`src/core/tc_pkg.sv`:
```
// shared constants for the thermocouple channel readout
package tc_pkg;
   localparam int unsigned CLK_MHZ      = 100;
   localparam int unsigned WIN_DEF_US   = 66400;
   localparam int unsigned WIN_50_US    = 60000;
   localparam int unsigned WIN_60_US    = 50000;
   localparam int unsigned WIN_DEF_CYC  = WIN_DEF_US * CLK_MHZ;
   localparam int unsigned WIN_50_CYC   = WIN_50_US * CLK_MHZ;
   localparam int unsigned WIN_60_CYC   = WIN_60_US * CLK_MHZ;
   localparam int unsigned SMP_LOG2     = 4;
   localparam int unsigned NUM_CH       = 8;
   // axi register byte offsets
   localparam logic [3:0]  OFF_CTRL     = 4'h0;
   localparam logic [3:0]  OFF_ZERO     = 4'h4;
   localparam logic [3:0]  OFF_STAT     = 4'h8;
   localparam logic [31:0] CTRL_RST     = 32'h0000_0000;
   localparam logic [11:0] ZERO_RST     = 12'h000;
   localparam logic [1:0]  RESP_OKAY    = 2'h0;
   localparam logic [1:0]  RESP_SLVERR  = 2'h2;
   // rate jumper codes
   localparam logic [1:0]  RATE_50      = 2'h1;
   localparam logic [1:0]  RATE_60      = 2'h2;
   // reading word bit positions
   localparam int unsigned W_CH         = 0;
   localparam int unsigned W_VALID      = 8;
   localparam int unsigned W_OPEN       = 10;
   localparam int unsigned W_SIGN       = 11;
   localparam int unsigned W_OK         = 12;
   localparam int unsigned W_UNDER      = 13;
   localparam int unsigned W_OVER       = 14;
   localparam int unsigned W_BEAT       = 15;
   localparam int unsigned W_DATA       = 16;
   localparam int unsigned W_EXT        = 28;
   localparam logic [1:0]  LAST_BYTE    = 2'h3;
   // fahrenheit scaling
   localparam logic signed [17:0] F_MUL = 18'sh00009;
   localparam logic signed [17:0] F_DIV = 18'sh00005;
   localparam logic signed [17:0] F_OFS = 18'sh00020;
endpackage : tc_pkg

```
`src/core/tc_conv_if.sv`:
```
// conversion results passed from the sampler to the readout core
`timescale 1ns/1ps
interface tc_conv_if;
   logic        done;      // one-cycle pulse, window finished
   logic [2:0]  ch;        // channel of the finished window
   logic [11:0] avg;       // averaged 12-bit code
   logic        open_in;   // open input seen during the window
   logic [2:0]  adc_ch;    // channel now routed to the converter
   modport src (output done, ch, avg, open_in, adc_ch);
   modport dst (input done, ch, avg, open_in, adc_ch);
endinterface : tc_conv_if

```
`src/core/tc_readout.sv`:
```
// thermocouple readout core: io bus byte port, axi-lite registers
`timescale 1ns/1ps
// What this block does
// - one reading is four consecutive byte addresses
// - one channel delivered per cpu sweep
// - channels presented in sequence across sweeps
// - advance channel after its word is read
// - read indexing independent of sampling rate
// - jumper picks signed magnitude or twos complement
// - sample each input 66.4 ms window, 60 ms at 50 Hz, 50 ms at 60 Hz
// - average 12-bit samples, offset, convert
// - revisit each channel every 531.2 ms, 480 ms at 50 Hz, 400 ms at 60 Hz
// - jumper selects 50 or 60 Hz rates
// - detect open input, underrange and overrange
// - report celsius or fahrenheit from eight channels
// - reading carries flags and channel number
// - drive bus only on own addresses
// - front-panel indicator shows module health
// - bits 1-3 channel number, others unused
// - status bits valid open sign ok under over
// - bit 16 toggles at each completed reading
// - bits 17-28 data, 29-32 sign extension
module tc_readout #(
   parameter int unsigned ADDR_W    = 10,
   parameter int unsigned WIN_CYC   = tc_pkg::WIN_DEF_CYC,
   parameter int unsigned WIN50_CYC = tc_pkg::WIN_50_CYC,
   parameter int unsigned WIN60_CYC = tc_pkg::WIN_60_CYC
) (
   input  wire logic              core_clk,      // 100 MHz clock
   input  wire logic              reset_n,       // async reset, low
   // axi4-lite slave
   input  wire logic [3:0]        s_axi_awaddr,  // write address
   input  wire logic              s_axi_awvalid, // write addr valid
   output logic                   s_axi_awready, // write addr ready
   input  wire logic [31:0]       s_axi_wdata,   // write data
   input  wire logic [3:0]        s_axi_wstrb,   // byte enables
   input  wire logic              s_axi_wvalid,  // write data valid
   output logic                   s_axi_wready,  // write data ready
   output logic [1:0]             s_axi_bresp,   // write response
   output logic                   s_axi_bvalid,  // response valid
   input  wire logic              s_axi_bready,  // response ready
   input  wire logic [3:0]        s_axi_araddr,  // read address
   input  wire logic              s_axi_arvalid, // read addr valid
   output logic                   s_axi_arready, // read addr ready
   output logic [31:0]            s_axi_rdata,   // read data
   output logic [1:0]             s_axi_rresp,   // read response
   output logic                   s_axi_rvalid,  // read data valid
   input  wire logic              s_axi_rready,  // read data ready
   // cpu i/o bus
   input  wire logic [ADDR_W-1:0] io_addr,       // byte address
   input  wire logic              io_rd,         // read strobe, high
   input  wire logic [ADDR_W-3:0] io_base,       // group switch strap
   output logic [7:0]             io_data,       // data byte out
   output logic                   io_data_oe,    // drive enable
   // jumpers, supplies, converter
   input  wire logic              fmt_twos,      // jumper: 2's compl
   input  wire logic [1:0]        rate_sel,      // jumper: mains rate
   input  wire logic              supply_ok,     // supplies in range
   input  wire logic [11:0]       adc_data,      // converter code
   input  wire logic              adc_open,      // open detector
   output logic [2:0]             adc_ch,        // converter mux
   output logic                   led_ok         // health indicator
);
   initial begin
      if (ADDR_W < 3 || ADDR_W > 16)
         $error("io address width out of range");
   end

   tc_conv_if cv ();

   // ****************************************************
   // pin synchronisers
   // ****************************************************
   logic [ADDR_W-1:0] ad_s1, ad_s2;
   logic [ADDR_W-3:0] bs_s1, bs_s2;
   logic              rd_s1, rd_s2, rd_d;
   logic              tw_s1, tw_s2, ok_s1, ok_s2;
   logic [1:0]        rt_s1, rt_s2;

   // two flops on every i/o bus, jumper and supply input
   always_ff @(posedge core_clk or negedge reset_n)
      if (!reset_n)
      begin
         ad_s1 <= '0;
         ad_s2 <= '0;
         bs_s1 <= '0;
         bs_s2 <= '0;
         rd_s1 <= 1'b0;
         rd_s2 <= 1'b0;
         rd_d  <= 1'b0;
         tw_s1 <= 1'b0;
         tw_s2 <= 1'b0;
         ok_s1 <= 1'b0;
         ok_s2 <= 1'b0;
         rt_s1 <= 2'h0;
         rt_s2 <= 2'h0;
      end
      else
      begin
         ad_s1 <= io_addr;
         ad_s2 <= ad_s1;
         bs_s1 <= io_base;
         bs_s2 <= bs_s1;
         rd_s1 <= io_rd;
         rd_s2 <= rd_s1;
         rd_d  <= rd_s2;
         tw_s1 <= fmt_twos;
         tw_s2 <= tw_s1;
         ok_s1 <= supply_ok;
         ok_s2 <= ok_s1;
         rt_s1 <= rate_sel;
         rt_s2 <= rt_s1;
      end

   tc_sampler #(
      .WIN_CYC   (WIN_CYC),
      .WIN50_CYC (WIN50_CYC),
      .WIN60_CYC (WIN60_CYC)
   ) u_smp (
      .core_clk (core_clk),
      .reset_n  (reset_n),
      .rate_sel (rt_s2),
      .adc_data (adc_data),
      .adc_open (adc_open),
      .cv       (cv.src)
   );

   // ****************************************************
   // axi4-lite register slave
   // ****************************************************
   logic [31:0] ctrl;
   logic [11:0] zero;
   logic [3:0]  aw_addr;
   logic [31:0] w_data;
   logic [3:0]  w_strb;
   logic        aw_full, w_full, unit_f;
   logic [2:0]  rd_ptr, last_ch;
   logic        beat;

   function automatic logic [31:0] merge(input logic [31:0] old,
      input logic [31:0] dat, input logic [3:0] strb);
      logic [31:0] r;
      r = old;
      for (int i = 0; i < 4; i++)
         if (strb[i])
            r[i*8 +: 8] = dat[i*8 +: 8];
      return r;
   endfunction : merge

   assign unit_f = ctrl[0];

   // write channel: address and data in either order
   always_ff @(posedge core_clk or negedge reset_n)
      if (!reset_n)
      begin
         s_axi_awready <= 1'b1;
         s_axi_wready  <= 1'b1;
         s_axi_bvalid  <= 1'b0;
         s_axi_bresp   <= tc_pkg::RESP_OKAY;
         aw_full       <= 1'b0;
         w_full        <= 1'b0;
         aw_addr       <= 4'h0;
         w_data        <= 32'h0;
         w_strb        <= 4'h0;
         ctrl          <= tc_pkg::CTRL_RST;
         zero          <= tc_pkg::ZERO_RST;
      end
      else
      begin
         if (s_axi_awvalid && s_axi_awready)
         begin
            aw_addr       <= s_axi_awaddr;
            aw_full       <= 1'b1;
            s_axi_awready <= 1'b0;
         end
         if (s_axi_wvalid && s_axi_wready)
         begin
            w_data       <= s_axi_wdata;
            w_strb       <= s_axi_wstrb;
            w_full       <= 1'b1;
            s_axi_wready <= 1'b0;
         end
         if (aw_full && w_full && !s_axi_bvalid)
         begin
            aw_full      <= 1'b0;
            w_full       <= 1'b0;
            s_axi_bvalid <= 1'b1;
            s_axi_bresp  <= tc_pkg::RESP_OKAY;
            if (aw_addr == tc_pkg::OFF_CTRL)
               ctrl <= merge(ctrl, w_data, w_strb);
            else if (aw_addr == tc_pkg::OFF_ZERO)
               zero <= 12'(merge(32'(zero), w_data, w_strb));
            else if (aw_addr != tc_pkg::OFF_STAT)
               s_axi_bresp <= tc_pkg::RESP_SLVERR;
         end
         if (s_axi_bvalid && s_axi_bready)
         begin
            s_axi_bvalid  <= 1'b0;
            s_axi_awready <= 1'b1;
            s_axi_wready  <= 1'b1;
         end
      end

   // read channel: answer one cycle after the address
   always_ff @(posedge core_clk or negedge reset_n)
      if (!reset_n)
      begin
         s_axi_arready <= 1'b1;
         s_axi_rvalid  <= 1'b0;
         s_axi_rdata   <= 32'h0;
         s_axi_rresp   <= tc_pkg::RESP_OKAY;
      end
      else if (s_axi_arvalid && s_axi_arready)
      begin
         s_axi_arready <= 1'b0;
         s_axi_rvalid  <= 1'b1;
         s_axi_rresp   <= tc_pkg::RESP_OKAY;
         unique case (s_axi_araddr)
            tc_pkg::OFF_CTRL: s_axi_rdata <= ctrl;
            tc_pkg::OFF_ZERO: s_axi_rdata <= 32'(zero);
            tc_pkg::OFF_STAT: s_axi_rdata <= 32'({beat, ok_s2,
                                 1'b0, last_ch, 1'b0, rd_ptr});
            default:
            begin
               s_axi_rdata <= 32'h0;
               s_axi_rresp <= tc_pkg::RESP_SLVERR;
            end
         endcase
      end
      else if (s_axi_rvalid && s_axi_rready)
      begin
         s_axi_rvalid  <= 1'b0;
         s_axi_arready <= 1'b1;
      end

   // ****************************************************
   // conversion to temperature word
   // ****************************************************
   logic signed [13:0] rel;
   logic signed [17:0] deg, mag;
   logic               neg, over, under;
   logic [11:0]        tmag, tval;
   logic [31:0]        new_word;

   // offset, optional fahrenheit scale, range and format
   always_comb
   begin
      rel = $signed({2'b00, cv.avg}) - $signed({2'b00, zero});
      deg = unit_f ? (18'(rel) * tc_pkg::F_MUL) / tc_pkg::F_DIV
                     + tc_pkg::F_OFS : 18'(rel);
      neg  = deg[17];
      mag  = neg ? -deg : deg;
      over = (cv.avg == 12'hfff) || (!neg && mag > 18'sh00fff);
      under = (cv.avg == 12'h000) || (neg && mag > 18'sh00fff);
      tmag = (mag > 18'sh00fff) ? 12'hfff : mag[11:0];
      tval = (tw_s2 && neg) ? 12'(~tmag + 12'h001) : tmag;
      new_word = 32'h0;
      new_word[tc_pkg::W_CH +: 3]  = cv.ch;
      new_word[tc_pkg::W_VALID]    = !cv.open_in && !over && !under;
      new_word[tc_pkg::W_OPEN]     = cv.open_in;
      new_word[tc_pkg::W_SIGN]     = neg;
      new_word[tc_pkg::W_OK]       = ok_s2;
      new_word[tc_pkg::W_UNDER]    = under;
      new_word[tc_pkg::W_OVER]     = over;
      new_word[tc_pkg::W_BEAT]     = ~beat;
      new_word[tc_pkg::W_DATA +: 12] = tval;
      new_word[tc_pkg::W_EXT +: 4] = (tw_s2 && neg) ? 4'hf : 4'h0;
   end

   logic [31:0] res [tc_pkg::NUM_CH];

   // per-channel result store, heartbeat, health lamp
   always_ff @(posedge core_clk or negedge reset_n)
      if (!reset_n)
      begin
         for (int i = 0; i < tc_pkg::NUM_CH; i++)
            res[i] <= 32'(i);
         beat    <= 1'b0;
         last_ch <= 3'h0;
         led_ok  <= 1'b0;
         adc_ch  <= 3'h0;
      end
      else
      begin
         adc_ch <= cv.adc_ch;
         if (cv.done)
         begin
            res[cv.ch] <= new_word;
            beat       <= ~beat;
            last_ch    <= cv.ch;
         end
         led_ok <= ok_s2 && (beat || last_ch != 3'h0 || cv.done);
      end

   // ****************************************************
   // cpu i/o bus byte port
   // ****************************************************
   logic        hit, rise;
   logic [1:0]  bsel;
   logic [31:0] held;

   assign hit  = (ad_s2[ADDR_W-1:2] == bs_s2);
   assign rise = rd_s2 && !rd_d;
   assign bsel = ad_s2[1:0];

   // byte fetch, word hold, channel advance
   always_ff @(posedge core_clk or negedge reset_n)
      if (!reset_n)
      begin
         io_data    <= 8'h00;
         io_data_oe <= 1'b0;
         rd_ptr     <= 3'h0;
         held       <= 32'h0;
      end
      else
      begin
         io_data_oe <= rd_s2 && hit;
         if (rise && hit)
         begin
            if (bsel == 2'h0)
            begin
               held    <= res[rd_ptr];
               io_data <= res[rd_ptr][7:0];
            end
            else
               io_data <= held[bsel*8 +: 8];
            if (bsel == tc_pkg::LAST_BYTE)
               rd_ptr <= rd_ptr + 3'h1;
         end
      end
endmodule : tc_readout

```
`src/core/tc_sampler.sv`:
```
// per-channel sampling window, averaging and channel scan
`timescale 1ns/1ps
module tc_sampler #(
   parameter int unsigned WIN_CYC   = tc_pkg::WIN_DEF_CYC,
   parameter int unsigned WIN50_CYC = tc_pkg::WIN_50_CYC,
   parameter int unsigned WIN60_CYC = tc_pkg::WIN_60_CYC
) (
   input  wire logic        core_clk,  // system clock
   input  wire logic        reset_n,   // async reset, low
   input  wire logic [1:0]  rate_sel,  // synced rate jumper
   input  wire logic [11:0] adc_data,  // converter code pins
   input  wire logic        adc_open,  // open detector pin
   tc_conv_if.src           cv         // results out
);
   localparam int unsigned NSMP = 1 << tc_pkg::SMP_LOG2;
   localparam logic [31:0] TK_D = 32'(WIN_CYC / NSMP);
   localparam logic [31:0] TK_5 = 32'(WIN50_CYC / NSMP);
   localparam logic [31:0] TK_6 = 32'(WIN60_CYC / NSMP);

   initial begin
      if (TK_D < 2 || TK_5 < 2 || TK_6 < 2)
         $error("sampling windows too short");
   end

   logic [11:0] adc_s1, adc_s2;
   logic        opn_s1, opn_s2;
   logic [31:0] tick_len, tick_cnt;
   logic [3:0]  smp_cnt;
   logic [15:0] acc;
   logic        opn_acc;
   logic [2:0]  cur;
   logic        tick_end;

   // pin synchronisers
   always_ff @(posedge core_clk or negedge reset_n)
      if (!reset_n)
      begin
         adc_s1 <= 12'h000;
         adc_s2 <= 12'h000;
         opn_s1 <= 1'b0;
         opn_s2 <= 1'b0;
      end
      else
      begin
         adc_s1 <= adc_data;
         adc_s2 <= adc_s1;
         opn_s1 <= adc_open;
         opn_s2 <= opn_s1;
      end

   // tick length from the mains rate jumper
   always_comb
      unique case (rate_sel)
         tc_pkg::RATE_50: tick_len = TK_5;
         tc_pkg::RATE_60: tick_len = TK_6;
         default:         tick_len = TK_D;
      endcase

   assign tick_end = (tick_cnt >= tick_len - 32'h1);

   // window timing, averaging, channel scan
   always_ff @(posedge core_clk or negedge reset_n)
      if (!reset_n)
      begin
         tick_cnt   <= 32'h0;
         smp_cnt    <= 4'h0;
         acc        <= 16'h0000;
         opn_acc    <= 1'b0;
         cur        <= 3'h0;
         cv.done    <= 1'b0;
         cv.ch      <= 3'h0;
         cv.avg     <= 12'h000;
         cv.open_in <= 1'b0;
      end
      else
      begin
         cv.done  <= 1'b0;
         tick_cnt <= tick_end ? 32'h0 : tick_cnt + 32'h1;
         if (tick_end)
         begin
            smp_cnt <= smp_cnt + 4'h1;
            if (smp_cnt == 4'hf)
            begin
               // 16 samples summed; shift gives the mean
               cv.avg     <= 12'((acc + 16'(adc_s2)) >> tc_pkg::SMP_LOG2);
               cv.open_in <= opn_acc | opn_s2;
               cv.ch      <= cur;
               cv.done    <= 1'b1;
               cur        <= cur + 3'h1;
               acc        <= 16'h0000;
               opn_acc    <= 1'b0;
            end
            else
            begin
               acc     <= acc + 16'(adc_s2);
               opn_acc <= opn_acc | opn_s2;
            end
         end
      end

   assign cv.adc_ch = cur;
endmodule : tc_sampler

```
`config.mk`:
```
export PLATFORM = sky130hd
export DESIGN_NAME = tc_readout
export DESIGN_NICKNAME = d
export VERILOG_FILES = /design/src/core/tc_pkg.sv /design/src/core/tc_conv_if.sv /design/src/core/tc_readout.sv /design/src/core/tc_sampler.sv
export SDC_FILE = /design/constraint.sdc
export NUM_CORES = 1
export LEC_CHECK = 0
export BUFFER_PORTS_ARGS = -buffer_cell sky130_fd_sc_hd__buf_2
export CORE_MARGIN = 10
export CORE_UTILIZATION = 28
export DETAILED_ROUTE_END_ITERATION = 10
export HOLD_SLACK_MARGIN = 0.05
export PLACE_DENSITY = 0.51
export SETUP_SLACK_MARGIN = 0.15
export SYNTH_ARGS = -nofsm -noshare
export SYNTH_HDL_FRONTEND = slang
export SYNTH_SLANG_ARGS = --single-unit
```
`constraint.sdc`:
```
create_clock -name core_clk -period 16.9 [get_ports core_clk]
set_clock_uncertainty 0.05 [all_clocks]
set_input_delay 1.69 -clock core_clk [delete_from_list [all_inputs] [get_ports core_clk]]
set_output_delay 1.69 -clock core_clk [all_outputs]
set_load 0.02 [all_outputs]
```
# Word level (Yosys, flattened, before mapping)
# Index checks and enable logic that the tools add are counted.
dict set report totals {
  out_inout_bits 54
  word_cells 180
  input_bits 87
  ff_bits 581
}
dict set report op_classes {
  n_mux 37
  n_reduce_logical 48
  magnitude_cmp 5
  multipliers 1
  n_eq_ne 10
  n_addsub 10
  div_mod_pow 1
  n_shift 1
  bitwise_logic 6
}
# operator n
set op_table {}
lappend op_table {{bitwise mux 256 bit} 1}
lappend op_table {{2-to-1 mux 32 bit} 4}
lappend op_table {{binary-select mux 32 bit (select 3 bit)} 1}
lappend op_table {{demux 32 bit (select 3 bit)} 1}
lappend op_table {{one-hot mux 32 bit (3 select lines)} 1}
lappend op_table {{2-to-1 mux 18 bit} 2}
lappend op_table {{one-hot mux 18 bit (2 select lines)} 1}
lappend op_table {{adder 32 x 1 -> 32 bit (second input constant)} 1}
lappend op_table {{greater-or-equal comparator 32 bit} 1}
lappend op_table {{variable part select 32 x 6 -> 8 bit} 1}
lappend op_table {{2-to-1 mux 12 bit} 2}
lappend op_table {{subtractor 19 x 1 -> 20 bit (second input constant)} 1}
lappend op_table {{adder 18 x 7 -> 18 bit (second input constant)} 1}
lappend op_table {{divider 18 x 4 -> 18 bit (second input constant)} 1}
lappend op_table {{greater-than comparator 18 x 13 -> 1 bit (second input constant)} 1}
lappend op_table {{multiplier 13 x 5 -> 18 bit (second input constant)} 1}
lappend op_table {{negation 18 bit} 1}
lappend op_table {{logical AND 1 bit} 17}
lappend op_table {{2-to-1 mux 1 bit} 17}
lappend op_table {{adder 16 x 12 -> 16 bit} 1}
lappend op_table {{2-to-1 mux 16 bit} 1}
lappend op_table {{subtractor 12 x 12 -> 13 bit} 1}
lappend op_table {{adder 12 x 1 -> 12 bit (second input constant)} 1}
lappend op_table {{equality test 12 bit (second input constant)} 1}
lappend op_table {{other kinds (28)} 58}

# Logic depth before layout (Yosys ltp)
# Gate-level depths: netlist of run 1.
dict set report depth {
  depth_word 14
  depth_mapped 80
  mapped_depth_nobuf 73
}

# Cells and area by module
# Synthesis of run 1 repeated with hierarchy kept, for this count alone.
dict set report unflattened {
  cells_unflattened 2634
  area_unflattened_um2 26995.9
}
# mod area_each_um2 instances cells_per_inst seq_area_each_um2
set modules_own_cells {}
lappend modules_own_cells {tc_readout 22313.9 1 2229 9928.3}
lappend modules_own_cells {tc_sampler 4682.0 1 405 2477.4}

# Worst setup path after synthesis of run 1
# OpenSTA, ideal clock, no wires.
dict set report synth_path {
  path_type {flip-flop to flip-flop}
  startpoint {register u_smp.cv.avg[1]}
  endpoint {register res[154] (netlist bit)}
  setup_slack_ns 1.162
  setup_time_ns 0.142
  path_stages_with_launch 77
  required_time_ns 16.708
  arrival_ns 15.546
  path_buffers 5
  period_less_slack_ns 15.738
  cell_sequence {dfrtp_1 > ha_1 > nor2b_1 > o21ai_0 > nand2b_1 > a21o_1 > a21o_1 > a21o_1 > a21o_1 > a21o_1 > a21o_1 > a21o_1 > a21oi_1 > xnor2_1 > ha_1 > ha_1 > clkbuf_1 > a21o_1 > (+41 left out) > nor2_1 > a311oi_1 > a21oi_1 > nand2_1 > or4_4 > nor4_4 > nor3_1 > a2111o_1 > a211o_1 > clkbuf_1 > nor2_1 > ha_1 > inv_1 > a21oi_1 > and4_1 > a31oi_1 > nor3b_2 > o31ai_1}
}
dict set report synth_between {
  elab_chain_len 13
  elab_cells_between_ends 14
  cone_classes {4 x add/sub; 1 x mul; 1 x div; 1 x order compare; 5 x mux; 1 x bitwise; 1 x reduce/logical}
}
# item line_no
set synth_lines {}
lappend synth_lines {{from (decl)} tc_conv_if.sv:9} ;# modport src (output done, ch, avg, open_in, adc_ch);
lappend synth_lines {{from (signal assigned)} tc_sampler.sv:85} ;# cv.avg <= 12'((acc + 16'(adc_s2)) >> tc_pkg::SMP_LOG2);
lappend synth_lines {{subtractor 12 x 12 -> 13 bit (*)} tc_readout.sv:248} ;# rel = $signed({2'b00, cv.avg}) - $signed({2'b00, zero});
lappend synth_lines {{multiplier 13 x 5 -> 18 bit} tc_readout.sv:249} ;# deg = unit_f ? (18'(rel) * tc_pkg::F_MUL) / tc_pkg::F_DIV
lappend synth_lines {{divider 18 x 4 -> 18 bit} tc_readout.sv:249}
lappend synth_lines {{adder 18 x 7 -> 18 bit} tc_readout.sv:250} ;# + tc_pkg::F_OFS : 18'(rel);
lappend synth_lines {{2-to-1 mux 18 bit (*)} tc_readout.sv:249}
lappend synth_lines {{negation 18 bit} tc_readout.sv:252} ;# mag = neg ? -deg : deg;
lappend synth_lines {{2-to-1 mux 18 bit} tc_readout.sv:252}
lappend synth_lines {{greater-than comparator 18 x 13 -> 1 bit} tc_readout.sv:255} ;# tmag = (mag > 18'sh00fff) ? 12'hfff : mag[11:0];
lappend synth_lines {{2-to-1 mux 12 bit} tc_readout.sv:255}
lappend synth_lines {{inverter 12 bit} tc_readout.sv:256} ;# tval = (tw_s2 && neg) ? 12'(~tmag + 12'h001) : tmag;
lappend synth_lines {{adder 12 x 1 -> 12 bit} tc_readout.sv:256}
lappend synth_lines {{2-to-1 mux 12 bit (*)} tc_readout.sv:256}
lappend synth_lines {{bitwise mux 256 bit (*)} tc_readout.sv:288} ;# res[cv.ch] <= new_word;
lappend synth_lines {{to (signal, indexed assignment)} tc_readout.sv:277} ;# res[i] <= 32'(i);
lappend synth_lines {{to (signal, indexed assignment)} tc_readout.sv:288}
lappend synth_lines {{to (decl)} tc_readout.sv:270} ;# logic [31:0] res [tc_pkg::NUM_CH];
# Every way passes the cells marked *; elsewhere a longest branch is shown, timed or not.
# A chain may end at the register's enable or synchronous reset.

# Final worst setup path of run 1
dict set report layout_path {
  startpoint {register zero[1]}
  endpoint {register res[26] (netlist bit)}
}
dict set report layout_between {
  elab_chain_len 13
  elab_cells_between_ends 14
  cone_classes {4 x add/sub; 1 x mul; 1 x div; 1 x order compare; 5 x mux; 1 x bitwise; 1 x reduce/logical}
}
# item line_no
set layout_lines {}
lappend layout_lines {{from (decl)} tc_readout.sv:132} ;# logic [11:0] zero;
lappend layout_lines {{from (signal assigned)} tc_readout.sv:166} ;# zero <= tc_pkg::ZERO_RST;
lappend layout_lines {{from (signal assigned)} tc_readout.sv:192} ;# zero <= 12'(merge(32'(zero), w_data, w_strb));
lappend layout_lines {{subtractor 12 x 12 -> 13 bit (*)} tc_readout.sv:248}
lappend layout_lines {{multiplier 13 x 5 -> 18 bit} tc_readout.sv:249}
lappend layout_lines {{divider 18 x 4 -> 18 bit} tc_readout.sv:249}
lappend layout_lines {{adder 18 x 7 -> 18 bit} tc_readout.sv:250}
lappend layout_lines {{2-to-1 mux 18 bit (*)} tc_readout.sv:249}
lappend layout_lines {{negation 18 bit} tc_readout.sv:252}
lappend layout_lines {{2-to-1 mux 18 bit} tc_readout.sv:252}
lappend layout_lines {{greater-than comparator 18 x 13 -> 1 bit} tc_readout.sv:255}
lappend layout_lines {{2-to-1 mux 12 bit} tc_readout.sv:255}
lappend layout_lines {{inverter 12 bit} tc_readout.sv:256}
lappend layout_lines {{adder 12 x 1 -> 12 bit} tc_readout.sv:256}
lappend layout_lines {{2-to-1 mux 12 bit (*)} tc_readout.sv:256}
lappend layout_lines {{bitwise mux 256 bit (*)} tc_readout.sv:288}
# Marks and branches as above.

==> out/qor.yml, run 1 <==
synthXorXnorAreaFrac_pct: 4.10
core.rowCount: 112
drive_gt1_share_pct: 21.1
min_path_type: "flip-flop to flip-flop"
fmax_ghz: 0.0638
synth_area_leaders: "dfrtp_1 45%, nand2_1 5.5%, mux2_2 4.6%"
cts_htree_levels: 2
yosys_warnings: 0
cts_tree: "built"
reg2reg_slack_ps: 1230
dr_total_vias: 20172
hold_violations: 0
area_growth_pct: 17.6
ys.flop_type: "dfrtp_1"
synth_edf_count: 0
wl_um: 72600
outcome: "complete, no violations"
fin_crit_sh_pct: 92.7
ant_nets: 0
path_common_cell: "a21o_1"
synth_seq_cells: 495
synth_top_area_share_pct: 45.5
final_area_um2: 31000
start_util_pct: 28.2
rsz0062_at_grt: "no"
wl_per_cell_um: 17.9
dpl_cell_area_um2: 28700
avgSynthCellArea_um2: 10.1
worst_ep_required_time_ps: 17320
clkTransAtPathRegs_ps: 60
finalSetupViolCount: 0
numCtsBuffers: 56
die_y_um: 327
fin_setup_tns_ps: 0
synth_top_family_by_area: "compound AO/OA/AOI/OAI gates"
dr.pass1.iters: 5
overflow: 0
cp_max_fo: 17
antenna_found_initial: 2
muxShareOfSynthArea_pct: 9.87
grt_pass1_wl_um: 116000
dieArea_um2: 107000
tightest_slew_ps: 1280
layout_commonest_cell: "dfrtp_1"
boundaryPins: 141
io_buffers: 138
syn_area_um2: 26400
synth-simple-area-share_pct: 15.3
most-common-layout-cells: "477 x dfrtp_1, 384 x nand2_1, 189 x o21ai_0"
root_buffer: "clkbuf_16"
cpPeakStageDelay_ps: 490
synthAdderAreaFrac_pct: 3.72
nets: 2914
fp.dieW_um: 327
drv_slew: 0
crit_slowest_cell: "or4_1"
clkLatencyLatePin_ps: 630
max-cap-violations: 0
first_iter_violations: 1591
synth.distinct_cells: 118
period_needed_ps: 15670
cp_data_arrival_time_ps: 16090
clk_path_buf_depth: 3
synth_cells: 2603
max-slew-margin-rel_pct: 14.0
hold_buffers: 0
grt_pass1_vias: 19717
coreArea_um2: 93500
viasPerCell: 4.97
place_congestion: 0.863
drc_errors: 0
clkSinkCount: 495
cp-end-kind: "flip-flop"
synth_compound_area_share_pct: 17.1
synthArstFlopShare_pct: 100
grt.total_usage_pct: 13.2
ys_seq_area_share_pct: 47.0
yosysTopAreaCell: "dfrtp_1"
start_kind: "flip-flop"
grt_max_degree: 108
dpl.hpwl_um: 51000
path_class: "flip-flop to flip-flop"
through the flow:
stage | hold slack [ps] | util (%) | std cells | setup slack (ps)
after floorplan | 281 | - | 2617 | 1160
after global routing | 302 | 33.2 | 4054 | 110
after detailed placement | 285 | 30.7 | 3936 | 515
after global placement | 282 | 30.7 | 3936 | 710
after CTS | 295 | 32.9 | 4042 | 442
final | 295 | 33.2 | 4055 | 1230
kinds of logic after synthesis:
logic type	after synthesis
AOI/OAI and AO/OA	651
buffers and inverters	195
muxes	186
adders and majority gates	77
DFF	495
xor gates and xnor gates	121
other	1
and+or+nand+nor	877
Yosys cell counts (all sizes together) (34+ instances only):
cell	instances
o31ai	40
nand3	64
a21oi	80
nand2	390
nor2	186
mux4	48
nor3	50
xnor2	86
and2	34
o21ai	221
ha	72
clkbuf	102
a31oi	70
mux2	108
inv	63
xor2	35
dfrtp	480
a21o	34
metal layers:
layer	GRT usage, %	routed length (µm)	part of all wire [%]
met2	19.8	31600	44
met3	2.32	3680	5.1
met5	0	21	0.029
met1	19.6	36100	50
met4	2.85	1220	1.7
what timing repair did:
item	in CTS	in global routing
gates resized for setup	0	42
setup buffers	0	11
endpoints found under the setup margin	0	120
sequential cells by signal (all words and copies together), names as in the netlist, 10 cells and up:
name,count
u_smp.cv.avg,12
ad_s1,10
u_smp.acc,16
held,20
u_smp.adc_s1,12
u_smp.adc_s2,12
s_axi_rdata,32
ctrl,32
res,184
ad_s2,10
zero,12
u_smp.tick_cnt,32
w_data,32
worst max-delay path: cells and delay by family, from the launching register on:
family,cells,cell delay (ps)
AO/OA/AOI/OAI,30,6360
XOR/XNOR,3,540
adder cells (fa/ha/maj),7,1780
buffers and inverters,6,680
flip-flops,1,410
multiplexers,1,290
AND/OR/NAND/NOR,25,5370
worst paths after layout:
path | start | endpoint | cells after the start
worst max-delay path | zero[1] | res[26] | 72
worst min-delay path | bs_s1[3] | bs_s2[3] | 0
worst max register to register | zero[1] | res[26] | 72
worst min register to register | bs_s1[3] | bs_s2[3] | 0
max in group asynchronous | reset_n | ctrl[15] | 3
min in group asynchronous | reset_n | adc_ch[1] | 1
cell type report:
type                    instances  area [µm²]
fillers                      9600       62400
multi-input cells            1928       13500
flip-flops and latches        495       12400
clock buffers                  76        1620
well taps                    1254        1570
repair buffers                208        1240
clock inverters                30         410
inverters                      63         236
diodes                          1        2.50
Power of run 1 is not shown: default switching activity piles up to over one toggle a cycle in this logic, so the estimate is an artifact.
==> run 2: changes to the inputs <==
==> constraint.sdc (replaced) <==
create_clock -name core_clk -period 13.3 [get_ports core_clk]
set_clock_uncertainty 0.05 [all_clocks]
set_input_delay 1.33 -clock core_clk [delete_from_list [all_inputs] [get_ports core_clk]]
set_output_delay 1.33 -clock core_clk [all_outputs]
set_load 0.02 [all_outputs]
==> run 2 against run 1 <==
The flow now finishes with violations (negative setup slack). Final cell count is 9.8% higher. Routed wire length up 5.7%. Global-route usage rose by 0.65 points. Clock-buffer cell count down 1. Largest cell class unchanged.
==> out/qor.yml, run 2 (synthesis gave the netlist of run 1 again) <==
clkSinkCount: 495  # unchanged
core.rowCount: 112  # unchanged
rsz0062_at_grt: "yes"
viasPerCell: 4.86  # -2.4%
nets: 3314  # +14%
grt_use_met1_pct: 20.6  # +0.98 points
clk_path_buf_depth: 3  # unchanged
worst_ep_required_time_ps: 13720  # -3600 ps
fmax_ghz: 0.0713  # +12%
finalSetupViolCount: 112  # +112
wl_per_cell_um: 17.2  # -3.7%
tightest_slew_ps: 1130  # -159 ps
crit_slowest_cell: "a2111o_1"
coreArea_um2: 93500  # unchanged
max-slew-margin-rel_pct: 24.7  # +11 points
dr_total_vias: 21616  # +7.2%
grt_max_degree: 154  # +43%
hold_violations: 0  # unchanged
place_congestion: 0.836  # -3.2%
clkTransAtPathRegs_ps: 70  # about the same
numCtsBuffers: 55  # -1.8%
cp-end-kind: "flip-flop"
hold_path_startpoint: "ad_s1[2]"
path_common_cell: "buf_4"
place_ws_ps: -1100  # -1610 ps
reg2reg_from: "zero[1]"
root_buffer: "clkbuf_16"
diodes: 0  # -1
dpl_cell_area_um2: 31700  # +10%
fin_crit_sh_pct: 106  # +13 points
first_iter_violations: 1577  # -0.88%
fp.dieW_um: 327  # unchanged
grt_use_met2_pct: 20.8  # +1.0 points
dieArea_um2: 107000  # unchanged
cts_htree_levels: 2  # unchanged
grt_pass1_wl_um: 122000  # +5.2%
layout_commonest_cell: "dfrtp_1"
top_register: "res"
most-common-layout-cells: "477 x dfrtp_1, 436 x buf_4, 381 x nand2_1"
critPathLaunch: "zero[1]"
dpl.hpwl_um: 53700  # +5.1%
start_util_pct: 28.2  # unchanged
cts_tree: "built"
start_kind: "flip-flop"
cpPeakStageDelay_ps: 420  # -70 ps
use_met3_pct: 2.24  # -0.084 points
ant_nets: 0  # unchanged
grt_pass1_vias: 21394  # +8.5%
min_path_type: "flip-flop to flip-flop"
wl_um: 76800  # +5.7%
drc_errors: 0  # unchanged
cp_data_arrival_time_ps: 14450  # -1640 ps
final_area_um2: 35200  # +14%
period_needed_ps: 14030  # -1630 ps
path_class: "flip-flop to flip-flop"
area_growth_pct: 33.5
boundaryPins: 141  # unchanged
top_usage_layer: "met2"
largest_reg_flops: 184  # unchanged
max-cap-violations: 0  # unchanged
clkLatencyLatePin_ps: 610  # -20 ps
antenna_found_initial: 3  # +1
worst_slack_ps: -734  # -1970 ps
io_buffers: 138  # unchanged
overflow: 0  # unchanged
grt.total_usage_pct: 13.8  # +0.65 points
outcome: "complete, but fails checks"
die_y_um: 327  # unchanged
dr.pass1.iters: 5  # unchanged
hold_ws_ps: 295  # -0.324 ps
violations: "negative setup slack"
cp_max_fo: 8  # -9
drive_gt1_share_pct: 35.5  # +14 points
reg2reg_slack_ps: -730  # -1970 ps
drv_slew: 0  # unchanged
## run 2: cell types whose count changed in the layout (fill, tap and decap cells not counted), moves of 12 or more
cell	before	now
a21oi_1	76	62
o31ai_1	36	23
o31ai_2	3	15
buf_4	68	436
a31oi_2	2	14
o21ai_2	11	23
o21ai_0	189	167
buf_6	1	27
a31oi_1	68	50
## run 2: area by class of cell
| class | instances | area (µm²) |
|---|---|---|
| Fill cell | 9321 | 58200 |
| Multi-Input combinational cell | 1927 | 14600 |
| Sequential cell | 495 | 12400 |
| Timing Repair Buffer | 610 | 4450 |
| Clock buffer | 75 | 1570 |
| Tap cell | 1254 | 1570 |
| Clock inverter | 28 | 388 |
| Inverter | 63 | 239 |
## run 2: worst max-delay path: cells and delay by family, from the launching register on
family	cells	cell delay, ps
xor+xnor	2	310
buf+inv	19	2310
simple gates	14	2520
compound gates	32	6150
fa+ha+maj	6	1280
flops	1	340
mux	3	890
## run 2: worst paths after layout
check                           cells after the start        end
min in group asynchronous                           1  adc_ch[1]
worst min-delay path                                0   ad_s2[2]
worst max register to register                     76   res[186]
max in group asynchronous                           3    res[21]
worst max-delay path                               76   res[186]
worst min register to register                      0   ad_s2[2]
## run 2: timing repair
item                                    4_1_cts  5_1_grt
buffers inserted                             35       19
endpoints found under the setup margin      120      128
hold buffers                                  0        0
pin swaps                                    63       51
resized for setup                           111      123
## run 2: routing by layer
layer | vias up | wire, µm | part of all wire, %
li1 | 10541 | - | -
met5 | - | 27 | 0.035
met4 | 4 | 1510 | 2.0
met2 | 435 | 33800 | 44
met3 | 105 | 3550 | 4.6
met1 | 10531 | 37900 | 49
## run 2: stage by stage
stage | setup TNS [ps] | instances | utilization, %
detailed placement | -64890 | 4295 | 33.9
floorplan | -59700 | 2617 | -
global route | -117970 | 4452 | 37.7
CTS | -30960 | 4433 | 36.8
finish | -41290 | 4452 | 37.7
global placement | -55670 | 4295 | 33.9
Power of run 2 is left out for the same reason.
==> run 3: changes to the inputs <==
--- a/config.mk
+++ b/config.mk
@@ -5,12 +5,12 @@
 export SDC_FILE = /design/constraint.sdc
 export NUM_CORES = 1
 export LEC_CHECK = 0
-export BUFFER_PORTS_ARGS = -buffer_cell sky130_fd_sc_hd__buf_2
 export CORE_MARGIN = 10
-export CORE_UTILIZATION = 28
+export CORE_UTILIZATION = 50
 export DETAILED_ROUTE_END_ITERATION = 10
+export DONT_BUFFER_PORTS = 1
 export HOLD_SLACK_MARGIN = 0.05
-export PLACE_DENSITY = 0.51
+export PLACE_DENSITY = 0.75
 export SETUP_SLACK_MARGIN = 0.15
 export SYNTH_ARGS = -nofsm -noshare
 export SYNTH_HDL_FRONTEND = slang
==> run 3 against run 2 <==
Clock-buffer cell count decreased by 8. Die area decreased by 42%. Setup slack got worse by 240 ps. Fmax decreased by 1.7%. Sequential cell count unchanged. The flow finishes with violations (max-slew violations, negative setup slack). First-iteration DRC count increased by 22%. Critical path depth unchanged. Global-route usage increased by 9.0 points. Register-to-register slack got worse by 240 ps. Non-clock buffer count decreased by 175. Sequential share of layout area increased by 2.5 points.
==> out/qor.yml, run 3 (synthesis gave the netlist of run 1 again) <==
outcome: "complete, but fails checks"
violations: "max-slew violations, negative setup slack"
coreArea_um2: 52400  # -44%
layout_commonest_cell: "dfrtp_1"
fp.dieW_um: 250  # -24%
drc_errors: 0  # unchanged
rsz0062_at_grt: "yes"
most-common-layout-cells: "478 x dfrtp_1, 413 x buf_4, 382 x nand2_1"
worst_slack_ps: -977  # -244 ps
io_buffers: 0  # -100%
cp_max_fo: 8  # unchanged
boundaryPins: 141  # unchanged
first_iter_violations: 1929  # +22%
dr.pass1.iters: 6  # +1
max-cap-violations: 0  # unchanged
cp_data_arrival_time_ps: 14700  # +250 ps
largest_reg_flops: 184  # unchanged
numCtsBuffers: 46  # -16%
cts_tree: "built"
place_ws_ps: -1210  # -109 ps
grt_pass1_vias: 22393  # +4.7%
period_needed_ps: 14280  # +244 ps
dpl.hpwl_um: 50400  # -6.1%
core.rowCount: 84  # -25%
wl_um: 74100  # -3.5%
place_inst: 3533  # -18%
path_common_cell: "a21o_1"
overflow: 0  # unchanged
crit_slowest_cell: "or4_1"
hold_buffers: 0  # unchanged
wl_per_cell_um: 20.0  # +16%
drive_gt1_share_pct: 30.2  # -5.3 points
clk_path_buf_depth: 3  # unchanged
path_class: "flip-flop to flip-flop"
grt.total_usage_pct: 22.8  # +9.0 points
clkTransAtPathRegs_ps: 70  # about the same
dpl_cell_area_um2: 29800  # -6.1%
grt_max_degree: 496  # +220%
root_buffer: "clkbuf_16"
die_y_um: 250  # -24%
clkLatencyLatePin_ps: 580  # -30 ps
start_kind: "flip-flop"
hold_violations: 0  # unchanged
cts_htree_levels: 2  # unchanged
place_congestion: 0.894  # +7.0%
viasPerCell: 5.95  # +23%
tightest_slew_ps: 1880  # +752 ps
clkSinkCount: 495  # unchanged
final_area_um2: 32900  # -6.7%
finalSetupViolCount: 120  # +7.1%
cp-end-kind: "flip-flop"
min_path_type: "flip-flop to flip-flop"
max-slew-margin-rel_pct: -25.2  # -50 points
ant_nets: 0  # unchanged
fin_crit_sh_pct: 107  # +1.8 points
area_growth_pct: 24.5
dr_total_vias: 22009  # +1.8%
start_util_pct: 50.3  # +22 points
nets: 3130  # -5.6%
drv_slew: 181  # +181
antenna_found_initial: 5  # +2
worst_ep_required_time_ps: 13720  # about the same
dieArea_um2: 62400  # -42%
top_register: "res"
fmax_ghz: 0.0700  # -1.7%
grt_pass1_wl_um: 118000  # -2.6%
final_cells: 3698  # -17%
cpPeakStageDelay_ps: 500  # +80 ps
run 3: cell types whose count changed in the layout (fill, tap and decap cells not counted), moves of 8 or more:
| cell | delta |
|---|---|
| o21ai_0 | -11 |
| o21ai_1 | +21 |
| buf_4 | -23 |
| a31oi_2 | -12 |
| buf_2 | -137 |
| clkbuf_16 | -8 |
| o21ai_2 | -10 |
| a31oi_1 | +12 |
run 3: cell type report:
type / instances / area [µm²]
Fill cell: 3988 / 19600
Multi-Input combinational cell: 1927 / 14300
Sequential cell: 495 / 12400
Timing Repair Buffer: 435 / 3360
Clock buffer: 67 / 1370
Tap cell: 688 / 861
Clock inverter: 19 / 259
Inverter: 63 / 239
Antenna cell: 4 / 10.0
run 3: timing repair:
item | CTS | global route
endpoints found under the setup margin | 120 | 128
setup buffers | 57 | 18
gates resized for setup | 152 | 43
pin swaps | 88 | 40
run 3: final timing paths:
check / startpoint / endpoint / slack (ps) / depth (start not counted)
min in group asynchronous: reset_n / res[240] / 460 / 0
max in group asynchronous: reset_n / res[149] / 11290 / 0
hold reg to reg: u_smp.adc_s1[6] / u_smp.adc_s2[6] / 300 / 0
setup reg to reg: zero[1] / res[40] / -980 / 76
hold / removal: u_smp.adc_s1[6] / u_smp.adc_s2[6] / 300 / 0
setup / recovery: zero[1] / res[40] / -980 / 76
run 3: worst max-delay path, delay by kind of cell, from the launching register on:
| family | cells | cell delay [ps] |
|---|---|---|
| AO/OA/AOI/OAI | 35 | 6600 |
| AND/OR/NAND/NOR | 17 | 3520 |
| buffers and inverters | 15 | 1660 |
| adder cells (fa/ha/maj) | 6 | 1360 |
| flip-flops | 1 | 340 |
| multiplexers | 1 | 310 |
| XOR/XNOR | 2 | 300 |
run 3: metrics by stage:
step	hold WS [ps]	util, %	TNS (ps)
6_report	298	62.6	-81100
5_1_grt	304	62.6	-167920
4_1_cts	300	62.0	-37250
3_5_place_dp	285	56.8	-81420
3_3_place_gp	282	56.8	-44870
2_1_floorplan	281	-	-59700
run 3: per-layer routing:
layer  up-vias  wire [µm]  global-route usage (%)
met1     10964      30600                    28.9
met5         -         13                       0
met3       113       5120                    4.81
met2       765      36900                    38.9
li1      10165          -                       -
met4         2       1410                    6.18
Power of run 3 is left out for the same reason.
